$ cat src/core/ddrcr_pkg.sv
package ddrcr_pkg;

    // ****************************************************************
    // Command encodings on {rowStrobeN, colStrobeN, writeEnN}
    // ****************************************************************
    typedef enum logic [3:0] {
        CMD_NOP      = 4'h0,
        CMD_ACTIVATE = 4'h1,
        CMD_READ     = 4'h2,
        CMD_WRITE    = 4'h3,
        CMD_TRUNCATE = 4'h4,
        CMD_PRECHG   = 4'h5,
        CMD_REFRESH  = 4'h6,
        CMD_MODELOAD = 4'h7,
        CMD_SELFREF  = 4'h8
    } ddrcr_cmd_t;

    localparam logic [2:0] ENC_NOP      = 3'h7;
    localparam logic [2:0] ENC_ACTIVATE = 3'h3;
    localparam logic [2:0] ENC_READ     = 3'h5;
    localparam logic [2:0] ENC_WRITE    = 3'h4;
    localparam logic [2:0] ENC_TRUNCATE = 3'h6;
    localparam logic [2:0] ENC_PRECHG   = 3'h2;
    localparam logic [2:0] ENC_REFRESH  = 3'h1;
    localparam logic [2:0] ENC_MODELOAD = 3'h0;

    // ****************************************************************
    // Field positions, widths, timing
    // ****************************************************************
    localparam int AP_BIT        = 10;
    localparam int ADDR_W        = 13;
    localparam int BANK_W        = 2;
    localparam int NUM_BANKS     = 4;
    localparam logic [1:0] BANK_BASE_MODE = 2'h0;
    localparam logic [1:0] BANK_EXT_MODE  = 2'h1;
    localparam int DLL_LOCK_CYCLES = 200;
    localparam int BURST_LEN_DEF   = 4;
    localparam int PRECHG_CYC_DEF  = 2;
    localparam int REF_ROWS_W      = 13;

    // Device states
    typedef enum logic [1:0] {
        ST_NORMAL  = 2'h0,
        ST_SELFREF = 2'h1,
        ST_EXIT    = 2'h2
    } ddrcr_state_t;

endpackage

$ cat src/core/ddrcr_core.sv
`timescale 1ns/1ps
module ddrcr_core #(
    parameter int COL_W      = 10,
    parameter int DATA_W     = 8,
    parameter int BURST_LEN  = ddrcr_pkg::BURST_LEN_DEF,
    parameter int PRECHG_CYC = ddrcr_pkg::PRECHG_CYC_DEF,
    parameter int SELF_REF_PERIOD = 780
) (
    input  wire logic                            clk,
    input  wire logic                            nrst,
    input  wire logic                            clkEn,
    input  wire logic                            chipSelN,
    input  wire logic                            rowStrobeN,
    input  wire logic                            colStrobeN,
    input  wire logic                            writeEnN,
    input  wire logic [ddrcr_pkg::BANK_W-1:0]    bankAddr,
    input  wire logic [ddrcr_pkg::ADDR_W-1:0]    addr,
    input  wire logic [DATA_W-1:0]               wrData,
    input  wire logic                            wrMask,
    input  wire logic                            wrDataValid,
    output logic      [3:0]                      cmdCode,
    output logic      [ddrcr_pkg::NUM_BANKS-1:0] bankOpen,
    output logic      [ddrcr_pkg::ADDR_W-1:0]    openRow0,
    output logic      [ddrcr_pkg::ADDR_W-1:0]    baseModeReg,
    output logic      [ddrcr_pkg::ADDR_W-1:0]    extModeReg,
    output logic                                 burstActive,
    output logic                                 burstIsRead,
    output logic      [ddrcr_pkg::BANK_W-1:0]    burstBank,
    output logic      [COL_W-1:0]                burstCol,
    output logic                                 arrayWrite,
    output logic      [DATA_W-1:0]               arrayData,
    output logic      [ddrcr_pkg::REF_ROWS_W-1:0] refreshRow,
    output logic                                 refreshPulse,
    output logic                                 selfRefresh,
    output logic                                 dllEnabled,
    output logic                                 readAllowed
);

    // ****************************************************************
    // Command decode
    // ****************************************************************
    ddrcr_pkg::ddrcr_cmd_t cmd;
    ddrcr_pkg::ddrcr_state_t state;
    logic [7:0]  exitCount;
    logic [3:0]  beatCount;
    logic        burstAp;
    logic [1:0]  pchBank;
    logic [3:0]  pchCount;
    logic        pchPending;
    logic [15:0] srTimer;

    always_comb begin
        cmd = ddrcr_pkg::CMD_NOP;
        if (state == ddrcr_pkg::ST_NORMAL && !chipSelN) begin
            case ({rowStrobeN, colStrobeN, writeEnN})
                ddrcr_pkg::ENC_ACTIVATE: cmd = ddrcr_pkg::CMD_ACTIVATE;
                ddrcr_pkg::ENC_READ:     cmd = ddrcr_pkg::CMD_READ;
                ddrcr_pkg::ENC_WRITE:    cmd = ddrcr_pkg::CMD_WRITE;
                ddrcr_pkg::ENC_TRUNCATE: cmd = ddrcr_pkg::CMD_TRUNCATE;
                ddrcr_pkg::ENC_PRECHG:   cmd = ddrcr_pkg::CMD_PRECHG;
                ddrcr_pkg::ENC_REFRESH: begin
                    if (clkEn) cmd = ddrcr_pkg::CMD_REFRESH;
                    else cmd = ddrcr_pkg::CMD_SELFREF;
                end
                ddrcr_pkg::ENC_MODELOAD: cmd = ddrcr_pkg::CMD_MODELOAD;
                default:                 cmd = ddrcr_pkg::CMD_NOP;
            endcase
        end
    end

    // Registered decoded command for observation
    always_ff @(posedge clk) begin
        if (!nrst) begin
            cmdCode <= 4'h0;
        end else begin
            cmdCode <= cmd;
        end
    end

    // ****************************************************************
    // Mode registers
    // ****************************************************************
    // mode load target select
    always_ff @(posedge clk) begin
        if (!nrst) begin
            baseModeReg <= 13'h0000;
            extModeReg  <= 13'h0000;
        end else if (cmd == ddrcr_pkg::CMD_MODELOAD) begin
            if (bankAddr == ddrcr_pkg::BANK_BASE_MODE) begin
                baseModeReg <= addr;
            end else if (bankAddr == ddrcr_pkg::BANK_EXT_MODE) begin
                extModeReg <= addr;
            end
        end
    end

    // ****************************************************************
    // Bank state: activate, precharge, auto precharge
    // ****************************************************************
    logic apDone;
    assign apDone = pchPending && (pchCount == 4'h0);

    always_ff @(posedge clk) begin
        if (!nrst) begin
            bankOpen <= 4'h0;
            openRow0 <= 13'h0000;
        end else begin
            if (cmd == ddrcr_pkg::CMD_ACTIVATE) begin
                bankOpen[bankAddr] <= 1'b1;
                if (bankAddr == 2'h0) begin
                    openRow0 <= addr;
                end
            end
            if (cmd == ddrcr_pkg::CMD_PRECHG) begin
                if (addr[ddrcr_pkg::AP_BIT]) begin
                    bankOpen <= 4'h0;
                end else begin
                    bankOpen[bankAddr] <= 1'b0;
                end
            end
            if (apDone) begin
                bankOpen[pchBank] <= 1'b0;
            end
        end
    end

    // ****************************************************************
    // Burst tracking
    // ****************************************************************
    // auto precharge latched per command
    always_ff @(posedge clk) begin
        if (!nrst) begin
            burstActive <= 1'b0;
            burstIsRead <= 1'b0;
            burstAp     <= 1'b0;
            burstBank   <= 2'h0;
            burstCol    <= '0;
            beatCount   <= 4'h0;
        end else if (cmd == ddrcr_pkg::CMD_READ || cmd == ddrcr_pkg::CMD_WRITE) begin
            burstActive <= 1'b1;
            burstIsRead <= (cmd == ddrcr_pkg::CMD_READ);
            burstAp     <= addr[ddrcr_pkg::AP_BIT];
            burstBank   <= bankAddr;
            burstCol    <= addr[COL_W-1:0];
            beatCount   <= 4'((BURST_LEN / 2) - 1);
        end else if (cmd == ddrcr_pkg::CMD_TRUNCATE && burstIsRead) begin
            burstActive <= 1'b0;
        end else if (burstActive) begin
            if (beatCount == 4'h0) begin
                burstActive <= 1'b0;
            end else begin
                beatCount <= beatCount - 4'h1;
            end
        end
    end

    always_ff @(posedge clk) begin
        if (!nrst) begin
            pchPending <= 1'b0;
            pchBank    <= 2'h0;
            pchCount   <= 4'h0;
        end else if (burstActive && burstAp && beatCount == 4'h0) begin
            pchPending <= 1'b1;
            pchBank    <= burstBank;
            pchCount   <= 4'(PRECHG_CYC - 1);
        end else if (pchPending) begin
            if (pchCount == 4'h0) begin
                pchPending <= 1'b0;
            end else begin
                pchCount <= pchCount - 4'h1;
            end
        end
    end

    // ****************************************************************
    // Write data with mask
    // ****************************************************************
    // mask high inhibits write
    always_ff @(posedge clk) begin
        if (!nrst) begin
            arrayWrite <= 1'b0;
            arrayData  <= '0;
        end else begin
            arrayWrite <= wrDataValid && !wrMask && burstActive && !burstIsRead;
            arrayData  <= wrData;
        end
    end

    // ****************************************************************
    // Refresh and self refresh
    // ****************************************************************
    // self refresh state machine
    always_ff @(posedge clk) begin
        if (!nrst) begin
            state     <= ddrcr_pkg::ST_NORMAL;
            exitCount <= 8'h00;
        end else begin
            case (state)
                ddrcr_pkg::ST_NORMAL: begin
                    if (cmd == ddrcr_pkg::CMD_SELFREF) begin
                        state <= ddrcr_pkg::ST_SELFREF;
                    end
                end
                ddrcr_pkg::ST_SELFREF: begin
                    if (clkEn) begin
                        state     <= ddrcr_pkg::ST_EXIT;
                        exitCount <= 8'(ddrcr_pkg::DLL_LOCK_CYCLES - 1);
                    end
                end
                ddrcr_pkg::ST_EXIT: begin
                    if (exitCount == 8'h00) begin
                        state <= ddrcr_pkg::ST_NORMAL;
                    end else begin
                        exitCount <= exitCount - 8'h01;
                    end
                end
                default: state <= ddrcr_pkg::ST_NORMAL;
            endcase
        end
    end

    assign selfRefresh = (state == ddrcr_pkg::ST_SELFREF);
    assign dllEnabled  = (state != ddrcr_pkg::ST_SELFREF);
    assign readAllowed = (state == ddrcr_pkg::ST_NORMAL);

    always_ff @(posedge clk) begin
        if (!nrst) begin
            refreshRow   <= 13'h0000;
            refreshPulse <= 1'b0;
            srTimer      <= 16'h0000;
        end else begin
            refreshPulse <= 1'b0;
            if (cmd == ddrcr_pkg::CMD_REFRESH || cmd == ddrcr_pkg::CMD_SELFREF) begin
                refreshRow   <= refreshRow + 13'h0001;
                refreshPulse <= 1'b1;
                srTimer      <= 16'h0000;
            end else if (selfRefresh) begin
                if (srTimer == 16'(SELF_REF_PERIOD - 1)) begin
                    srTimer      <= 16'h0000;
                    refreshRow   <= refreshRow + 13'h0001;
                    refreshPulse <= 1'b1;
                end else begin
                    srTimer <= srTimer + 16'h0001;
                end
            end
        end
    end

    // ****************************************************************
    // Checks
    // ****************************************************************
    // read blocked for 200 cycles after self refresh exit starts, first 8 checked
    AST_EXIT_WAIT: assert property (@(posedge clk) disable iff (!nrst)
        (state == ddrcr_pkg::ST_SELFREF && clkEn) |=> !readAllowed [*8])
        else $error("read allowed too soon after self refresh exit");
    AST_SR_ENTRY: assert property (@(posedge clk) disable iff (!nrst)
        (state == ddrcr_pkg::ST_NORMAL && !chipSelN && !rowStrobeN && !colStrobeN
         && writeEnN && !clkEn) |=> selfRefresh)
        else $error("self refresh not entered");
    AST_REF_STEP: assert property (@(posedge clk) disable iff (!nrst)
        (cmd == ddrcr_pkg::CMD_REFRESH) |=> refreshRow == $past(refreshRow) + 13'h0001)
        else $error("refresh counter did not advance");
    AST_PRE_ALL: assert property (@(posedge clk) disable iff (!nrst)
        (cmd == ddrcr_pkg::CMD_PRECHG && addr[ddrcr_pkg::AP_BIT] && !apDone) |=> bankOpen == 4'h0)
        else $error("all bank precharge left a bank open");
    AST_ACT_OPEN: assert property (@(posedge clk) disable iff (!nrst)
        (cmd == ddrcr_pkg::CMD_ACTIVATE) |=> bankOpen[$past(bankAddr)])
        else $error("activate did not open bank");
    AST_MASK: assert property (@(posedge clk) disable iff (!nrst)
        (wrMask) |=> !arrayWrite)
        else $error("masked data written");
    AST_DESEL: assert property (@(posedge clk) disable iff (!nrst)
        (chipSelN) |=> $stable(baseModeReg) && $stable(extModeReg))
        else $error("deselect altered a mode register");
    // auto precharge closes bank after burst
    AST_AP_CLOSE: assert property (@(posedge clk) disable iff (!nrst)
        (burstActive && burstAp && beatCount == 4'h0 && cmd == ddrcr_pkg::CMD_NOP)
        |=> pchPending)
        else $error("auto precharge not started at burst end");
    AST_TRUNC: assert property (@(posedge clk) disable iff (!nrst)
        (cmd == ddrcr_pkg::CMD_TRUNCATE && burstIsRead) |=> !burstActive)
        else $error("burst truncate ignored");

endmodule // ddrcr_core

$ cat config.mk
export PLATFORM = sky130hd
export DESIGN_NAME = ddrcr_core
export DESIGN_NICKNAME = d
export VERILOG_FILES = /design/src/core/ddrcr_pkg.sv /design/src/core/ddrcr_core.sv
export SDC_FILE = /design/constraint.sdc
export NUM_CORES = 1
export LEC_CHECK = 0
export BUFFER_PORTS_ARGS = -buffer_cell sky130_fd_sc_hd__clkbuf_2
export CAP_MARGIN = 0
export CORE_MARGIN = 2
export CORE_UTILIZATION = 30
export DETAILED_ROUTE_END_ITERATION = 8
export RECOVER_POWER = 25
export SYNTH_ARGS = -nofsm -noshare
export SYNTH_HDL_FRONTEND = slang
export SYNTH_SLANG_ARGS = --single-unit
export TNS_END_PERCENT = 20
$ cat constraint.sdc
create_clock -name clk -period 2.2 [get_ports clk]
set_input_delay 0.22 -clock clk [delete_from_list [all_inputs] [get_ports clk]]
set_output_delay 0.22 -clock clk [all_outputs]
set_load 0.03 [all_outputs]
==> results of run 1 <==
-- cells in the final DEF, fill, tap and decap left out, types with 4 or more instances in the layout --
master         instances
dfxtp_1              122
nand2_1               93
clkbuf_2              76
a21oi_1               62
nor2_1                53
clkbuf_1              46
o21ai_0               21
nand3_1               21
clkbuf_16             17
buf_4                 17
inv_1                 15
mux2i_1               14
nor3_1                13
xnor2_1               12
xor2_1                11
or3_1                 10
and2_1                 7
nand4_1                7
a211oi_1               6
nor4_1                 6
ha_1                   6
dlygate4sd3_1          6
nand2b_1               5
and2_0                 4
and3_1                 4
-- worst paths after layout --
check | to
min reg2reg | burstAp
max reg2reg | refreshRow[5]
min | arrayData[1]
max | refreshRow[5]
-- worst max-delay path: cells and delay by family, from the launching register on --
family	cells	cell delay, ns
DFF	1	0.34
and+or+nand+nor	3	1.33
AOI/OAI and AO/OA	2	0.31
-- Yosys cell counts (7+ instances only) --
library cell	n	area [um2]
a21oi_1	62	310
and2_1	10	62.6
clkbuf_1	22	82.6
dfxtp_1	122	2440
inv_1	15	56.3
mux2i_1	14	140
nand2_1	93	349
nand3_1	21	105
nand4_1	7	43.8
nor2_1	53	199
nor3_1	13	65.1
o21ai_0	21	105
or3_1	10	62.6
xnor2_1	12	105
xor2_1	11	96.3
-- flip-flops by register name, summed over array words and instances, names as in the netlist --
signal	flops
beatCount	4
burstIsRead	1
pchPending	1
cmdCode	4
burstBank	2
arrayData	8
bankOpen	4
openRow0	13
pchBank	2
baseModeReg	13
state	2
srTimer	16
burstCol	10
pchCount	4
refreshRow	13
burstAp	1
exitCount	8
refreshPulse	1
burstActive	1
arrayWrite	1
extModeReg	13
-- power breakdown --
part | internal, mW | switching (mW) | total (mW)
Combinational | 0.0917 | 0.198 | 0.290
Sequential | 2.24 | 0.0166 | 2.26
Clock | 1.81 | 1.02 | 2.83
-- logic make-up after synthesis --
| logic type | count (synthesis) | synth area share, % |
|---|---|---|
| DFF | 122 | 50.3 |
| muxes | 14 | 2.89 |
| buffers and inverters | 42 | 3.35 |
| xor gates and xnor gates | 23 | 4.15 |
| and+or+nand+nor | 248 | 24.6 |
| AOI/OAI and AO/OA | 109 | 13.1 |
| adders and majority gates | 6 | 1.55 |
-- per-layer routing --
metal  share of wire (%)  vias up  wire [um]
met5                   0        -          0
met4                0.86        0        113
met3                 8.2       10       1090
met1                  44     2016       5880
li1                    -     2210          -
met2                  46       96       6130
-- through the flow --
| stage | hold WS (ns) | cell area [um2] | power, mW |
|---|---|---|---|
| detailed placement | 0.432 | 5770 | 2.60 |
| global route | 0.0212 | 6360 | 5.57 |
| floorplan | 0.320 | 4850 | 2.47 |
| CTS | 0.00306 | 6420 | 5.45 |
| global placement | 0.429 | 5770 | 2.60 |
| finish | 0.0114 | 6360 | 5.38 |
-- cell type report --
| cell class | instances | area, um2 |
|---|---|---|
| well taps | 216 | 270 |
| clock buffers | 21 | 450 |
| repair buffers | 143 | 749 |
| inverters | 16 | 60.1 |
| clock inverters | 11 | 145 |
| flip-flops and latches | 122 | 2440 |
| fillers | 1619 | 9460 |
| multi-input cells | 400 | 2250 |
-- what timing repair did --
item	4_1_cts	5_1_grt
hold endpoints to repair	6	0
setup buffers	0	0
hold buffers	6	0
==> metrics, run 1 <==
P&R area growth vs syn 31.2%; DRT Pass-1 Iters 4; post-DP HPWL 9.36 mm; GR Util All Layers approximately 16%; max-slew violation count 0; Top Ports 119; post_cts resized 0; Syn Nets 602; Power per Cell Area 845 nW/um2; clock tree buffer depth 2; CP peak stage delay approximately 0.57 ns; Fmax 491 MHz; Unique masters post-synth 52; met3 Use GR around 7.7%; ys async rst share 0%; Rows 46; die width around 130 um; clock sink count 122; Max-Cap Viols 0; worst-path fanout max 10; Place WS 0.175 ns; Vias per Instance 4.66; Slew HR 33.5%; Critical Path, Cell by Cell or4_4 -> or2_4 -> a21boi_4 -> or4_1 -> a21oi_1; Num CTS Buffers 17; FF-to-FF path depth 5; CP required 2.56 ns; Critical Path AT 2.39 ns; CP Launch Type register; Die H 131 um; I/O Buffers about 120; VDD IR-drop max between 0.0005 and 0.0006 V; CTS tree yes; Syn Inst Count 564; # nets final 738; drt wl/cell approximately 14 um; final core utilization between 40% and 50%; R2R Path Start state[1]; synthesized flop and latch total 122; Synthesis Warnings 0; non-filler cells, final 929; unrepaired setup endpoints after global routing false; total grt overflow 0; WS Path Type register to register; Reg2Reg Setup Slack 0.16 ns; Skew-Pair Late Insertion Delay 0.42 ns; global-route wire length before repair 21.5 mm; met2 Usage GRT 24.5%; DR iter-0 viols 242; average size of a mapped cell 8.60 um2; remaining antenna violation count 0; final WL around 13 mm; largest net degree at the start of global routing 33; post-synthesis cell area 4850 um2; gpl congestion 0.767; Slew @ Worst Pin 0.998 ns; worst setup path startpoint state[1]; number of H-tree levels 4; final critical-path setup slack about 0.16 ns; min-delay src wrData[1]; gr busiest metal met2; Hold Fails Final Rpt 0; initial antenna violation count 0; starting density of the core 30.7%; hold path depth 2; vias 4332; main flop type after synthesis dfxtp_1; layout cells sized above 1 between 10% and 20%; Seq/Total Area, Yosys 50.3%; final worst path period need ~2 ns; number of diodes 0; routing usage on met1 19.0%; Setup TNS 0 ns; Min-Delay Path Class input port to register; status completed; root buf cell clkbuf_16; core area 15800 um2; clock skew roughly 0.0084 ns; DRC viols 0; critical path's slowest cell or4_4; die area between 15000 and 20000 um2; fin crit share 92.5%; Final setup violation count 0; leakage power ~2.5 nW; Clk pin slew, worst setup/hold paths 0.06 ns; vias in the first global route 4204; CP endpoint kind register; Post-synth EDFFs 0; placed cells 891
(Power assumes the default switching activity.)
==> run 2: changes to the inputs <==
CELL_PAD_IN_SITES_DETAIL_PLACEMENT = 2   (was not set)
CELL_PAD_IN_SITES_GLOBAL_PLACEMENT = 2   (was not set)
CORE_MARGIN = not set   (was 2)
CTS_BUF_LIST = sky130_fd_sc_hd__clkbuf_4   (was not set)
PLACE_DENSITY_LB_ADDON = 0.1   (was not set)
==> run 2 against run 1 <==
Cell count is 2.2% higher; setup slack worse by 0.12 ns; via count is 7.4% higher; sequential power hardly changed; first-iteration DRC count is 55% lower; wire length is 23% higher; hold slack better by 0.046 ns.
==> metrics, run 2 (synthesized netlist as in run 1, its figures left out) <==
gpl congestion 0.758 (was 0.767); setup bufs post-CTS 0 (unchanged); VDD IR-drop max 0.000296 V (was 0.000583 V); global-route wire length before repair 25.8 mm (was 21.5 mm); clock network power share 38.8% (was 52.6%); internal power 3.14 mW (was 4.14 mW); area occupied by multi-input gates 2280 um2 (was 2250 um2); Clk pin slew, worst setup/hold paths 0.10 ns (was 0.06 ns); CP peak stage delay 0.54 ns (was 0.57 ns); Top Ports 119 (unchanged); post-DP HPWL 11.5 mm (was 9.36 mm); Worst path depth 5 (unchanged); WS Path Type register to register (unchanged); Num CTS Buffers 17 (unchanged); starting density of the core 30.7% (unchanged); largest net degree at the start of global routing 47 (was 33); placed cells 887 (was 891); number of H-tree levels 4 (unchanged); remaining antenna violation count 0 (unchanged); Min-Delay Path Class input port to register (unchanged); Final setup violation count 0 (unchanged); R2R Path Start state[0] (was state[1]); Slew @ Worst Pin 0.689 ns (was 0.998 ns); worst-path fanout max 16 (was 10); non-filler cells, final 949 (was 929); Sw Pwr 1.09 mW (was 1.24 mW); Largest register FFs 16 (unchanged); Critical path buffers and inverters 0 (unchanged); Max-Cap Viols 0 (unchanged); Slew HR 53.6% (was 33.5%); drt wl/cell 17.1 um (was 14.2 um); die width 129 um (was 131 um); Rows 46 (unchanged); Fmax 465 MHz (was 491 MHz); final WL 16.2 mm (was 13.2 mm); layout cells sized above 1 24.4% (was 18.9%); Hold Fails Final Rpt 0 (unchanged); status completed (unchanged); reg2reg end refreshRow[5] (unchanged); vias 4653 (was 4332); CP required 2.66 ns (was 2.56 ns); hold path depth 3 (was 2); FF-to-FF path depth 5 (unchanged); Sequential Power Share 53.4% (was 42.0%); Reg2Reg Setup Slack 0.05 ns (was 0.16 ns); initial antenna violation count 1 (was 0); fillers 1786 (was 1619); I/O Buffers 118 (unchanged); CTS tree yes (unchanged); Die H 129 um (was 131 um); GR Util All Layers 20.2% (was 15.7%); most frequent cells in the layout 120 x dfxtp_1, 117 x clkbuf_2, 93 x nand2_1 (was 122 x dfxtp_1, 93 x nand2_1, 76 x clkbuf_2); final worst path period need 2.15 ns (was 2.04 ns); CP endpoint kind register (unchanged); core area 15800 um2 (unchanged); critical path's slowest cell or4_4 (unchanged); Skew-Pair Late Insertion Delay 0.54 ns (was 0.42 ns); fin crit share 97.8% (was 92.5%); Switching Share 25.8% (was 23.0%); P&R area growth vs syn 30.8% (was 31.2%); DRT Pass-1 Iters 4 (unchanged); vias in the first global route 5081 (was 4204); Vias per Instance 4.90 (was 4.66); unrepaired setup endpoints after global routing false (unchanged); register area 2440 um2 (about the same); clock tree buffer depth 2 (unchanged); Setup TNS 0 ns (unchanged); # nets final 756 (was 738); Critical Path AT 2.61 ns (was 2.39 ns); Logic pwr share 7.8% (was 5.4%); DR iter-0 viols 109 (was 242); clock sink count 122 (unchanged); Worst Setup EP refreshRow[5] (unchanged); max-slew violation count 0 (unchanged); total grt overflow 0 (unchanged); leakage power 2.57 nW (was 2.50 nW); die area 16700 um2 (was 17200 um2); most common cell after layout, fill and taps aside dfxtp_1 (unchanged); CP Launch Type register (unchanged); Power per Cell Area 667 nW/um2 (was 845 nW/um2); Critical Path, Cell by Cell or4_4 -> or2_4 -> a21boi_4 -> or4_1 -> a21oi_1 (unchanged); delay-heaviest family, CP simple AND/OR/NAND/NOR gates (unchanged); DRC viols 0 (unchanged); Biggest register srTimer (unchanged); worst setup path startpoint state[0] (was state[1]); clock skew 0.0179 ns (was 0.00840 ns); root buf cell clkbuf_4 (was clkbuf_16)
==> run 2: cell types whose count changed in the layout (fill, tap and decap cells not counted), sizes merged <==
cell | previous run | this run
clkbuf | 140 | 136
clkinv | 4 | 6
diode | 0 | 2
inv | 17 | 16
buf | 18 | 15
dlygate4sd3 | 6 | 28
clkinvlp | 3 | 5
==> run 2: worst min-delay path by stage <==
stage / startpoint / endpoint / slack [ns]
2_1_floorplan: colStrobeN / cmdCode[0] / 0.32
3_3_place_gp: wrData[4] / arrayData[4] / 0.43
3_5_place_dp: wrData[5] / arrayData[5] / 0.43
4_1_cts: rowStrobeN / cmdCode[0] / 0.0004
5_1_grt: rowStrobeN / cmdCode[0] / 0.009
6_report: rowStrobeN / cmdCode[0] / 0.06
==> run 2: repair_timing <==
item / 4_1_cts / 5_1_grt
gates cloned: 0 / 0
endpoints found under the setup margin: 6 / 8
gates resized for setup: 3 / 4
hold buffers: 28 / 0
endpoints found under the hold margin: 60 / 0
==> run 2: power groups by stage <==
stage | clock network (mW) | registers [mW] | logic, mW
3_3_place_gp | 0 | 2.31 | 0.285
4_1_cts | 1.72 | 2.26 | 0.335
6_report | 1.64 | 2.26 | 0.331
5_1_grt | 1.81 | 2.26 | 0.360
2_1_floorplan | 0 | 2.36 | 0.111
3_5_place_dp | 0 | 2.31 | 0.294
==> run 2: tightest hold or removal path, delay by kind of cell <==
kind	cells	cell delay [ns]
AO/OA/AOI/OAI	1	0.07
buffers and inverters	2	0.25
==> run 2: final cells by class <==
class	instances	share of cell area, %
diodes	2	0.0789
clock buffers	18	2.13
clock inverters	14	2.45
inverters	16	0.947
multi-input cells	400	35.9
flip-flops and latches	122	38.5
well taps	216	4.26
repair buffers	161	15.7
==> run 2: routing by layer <==
layer,global-route usage (%),up-vias,wire length (um)
met4,6.44,0,204
met1,22.0,2300,6770
met5,0,-,0
met3,6.94,15,855
met2,36.8,92,8370
li1,-,2246,-
==> run 2: stage by stage <==
step / cell area, um2 / hold slack, ns / setup WS [ns] / power (mW) / utilization (%)
final: 6340 / 0.0573 / 0.0477 / 4.23 / 40.1
after global routing: 6340 / 0.00880 / 0.000516 / 4.43 / 40.1
after CTS: 6330 / 0.000392 / 0.0108 / 4.31 / 40.0
after detailed placement: 5740 / 0.433 / -0.132 / 2.60 / 36.2
after global placement: 5740 / 0.427 / 0.0157 / 2.59 / 36.2
after floorplan: 4850 / 0.320 / 0.186 / 2.47 / -
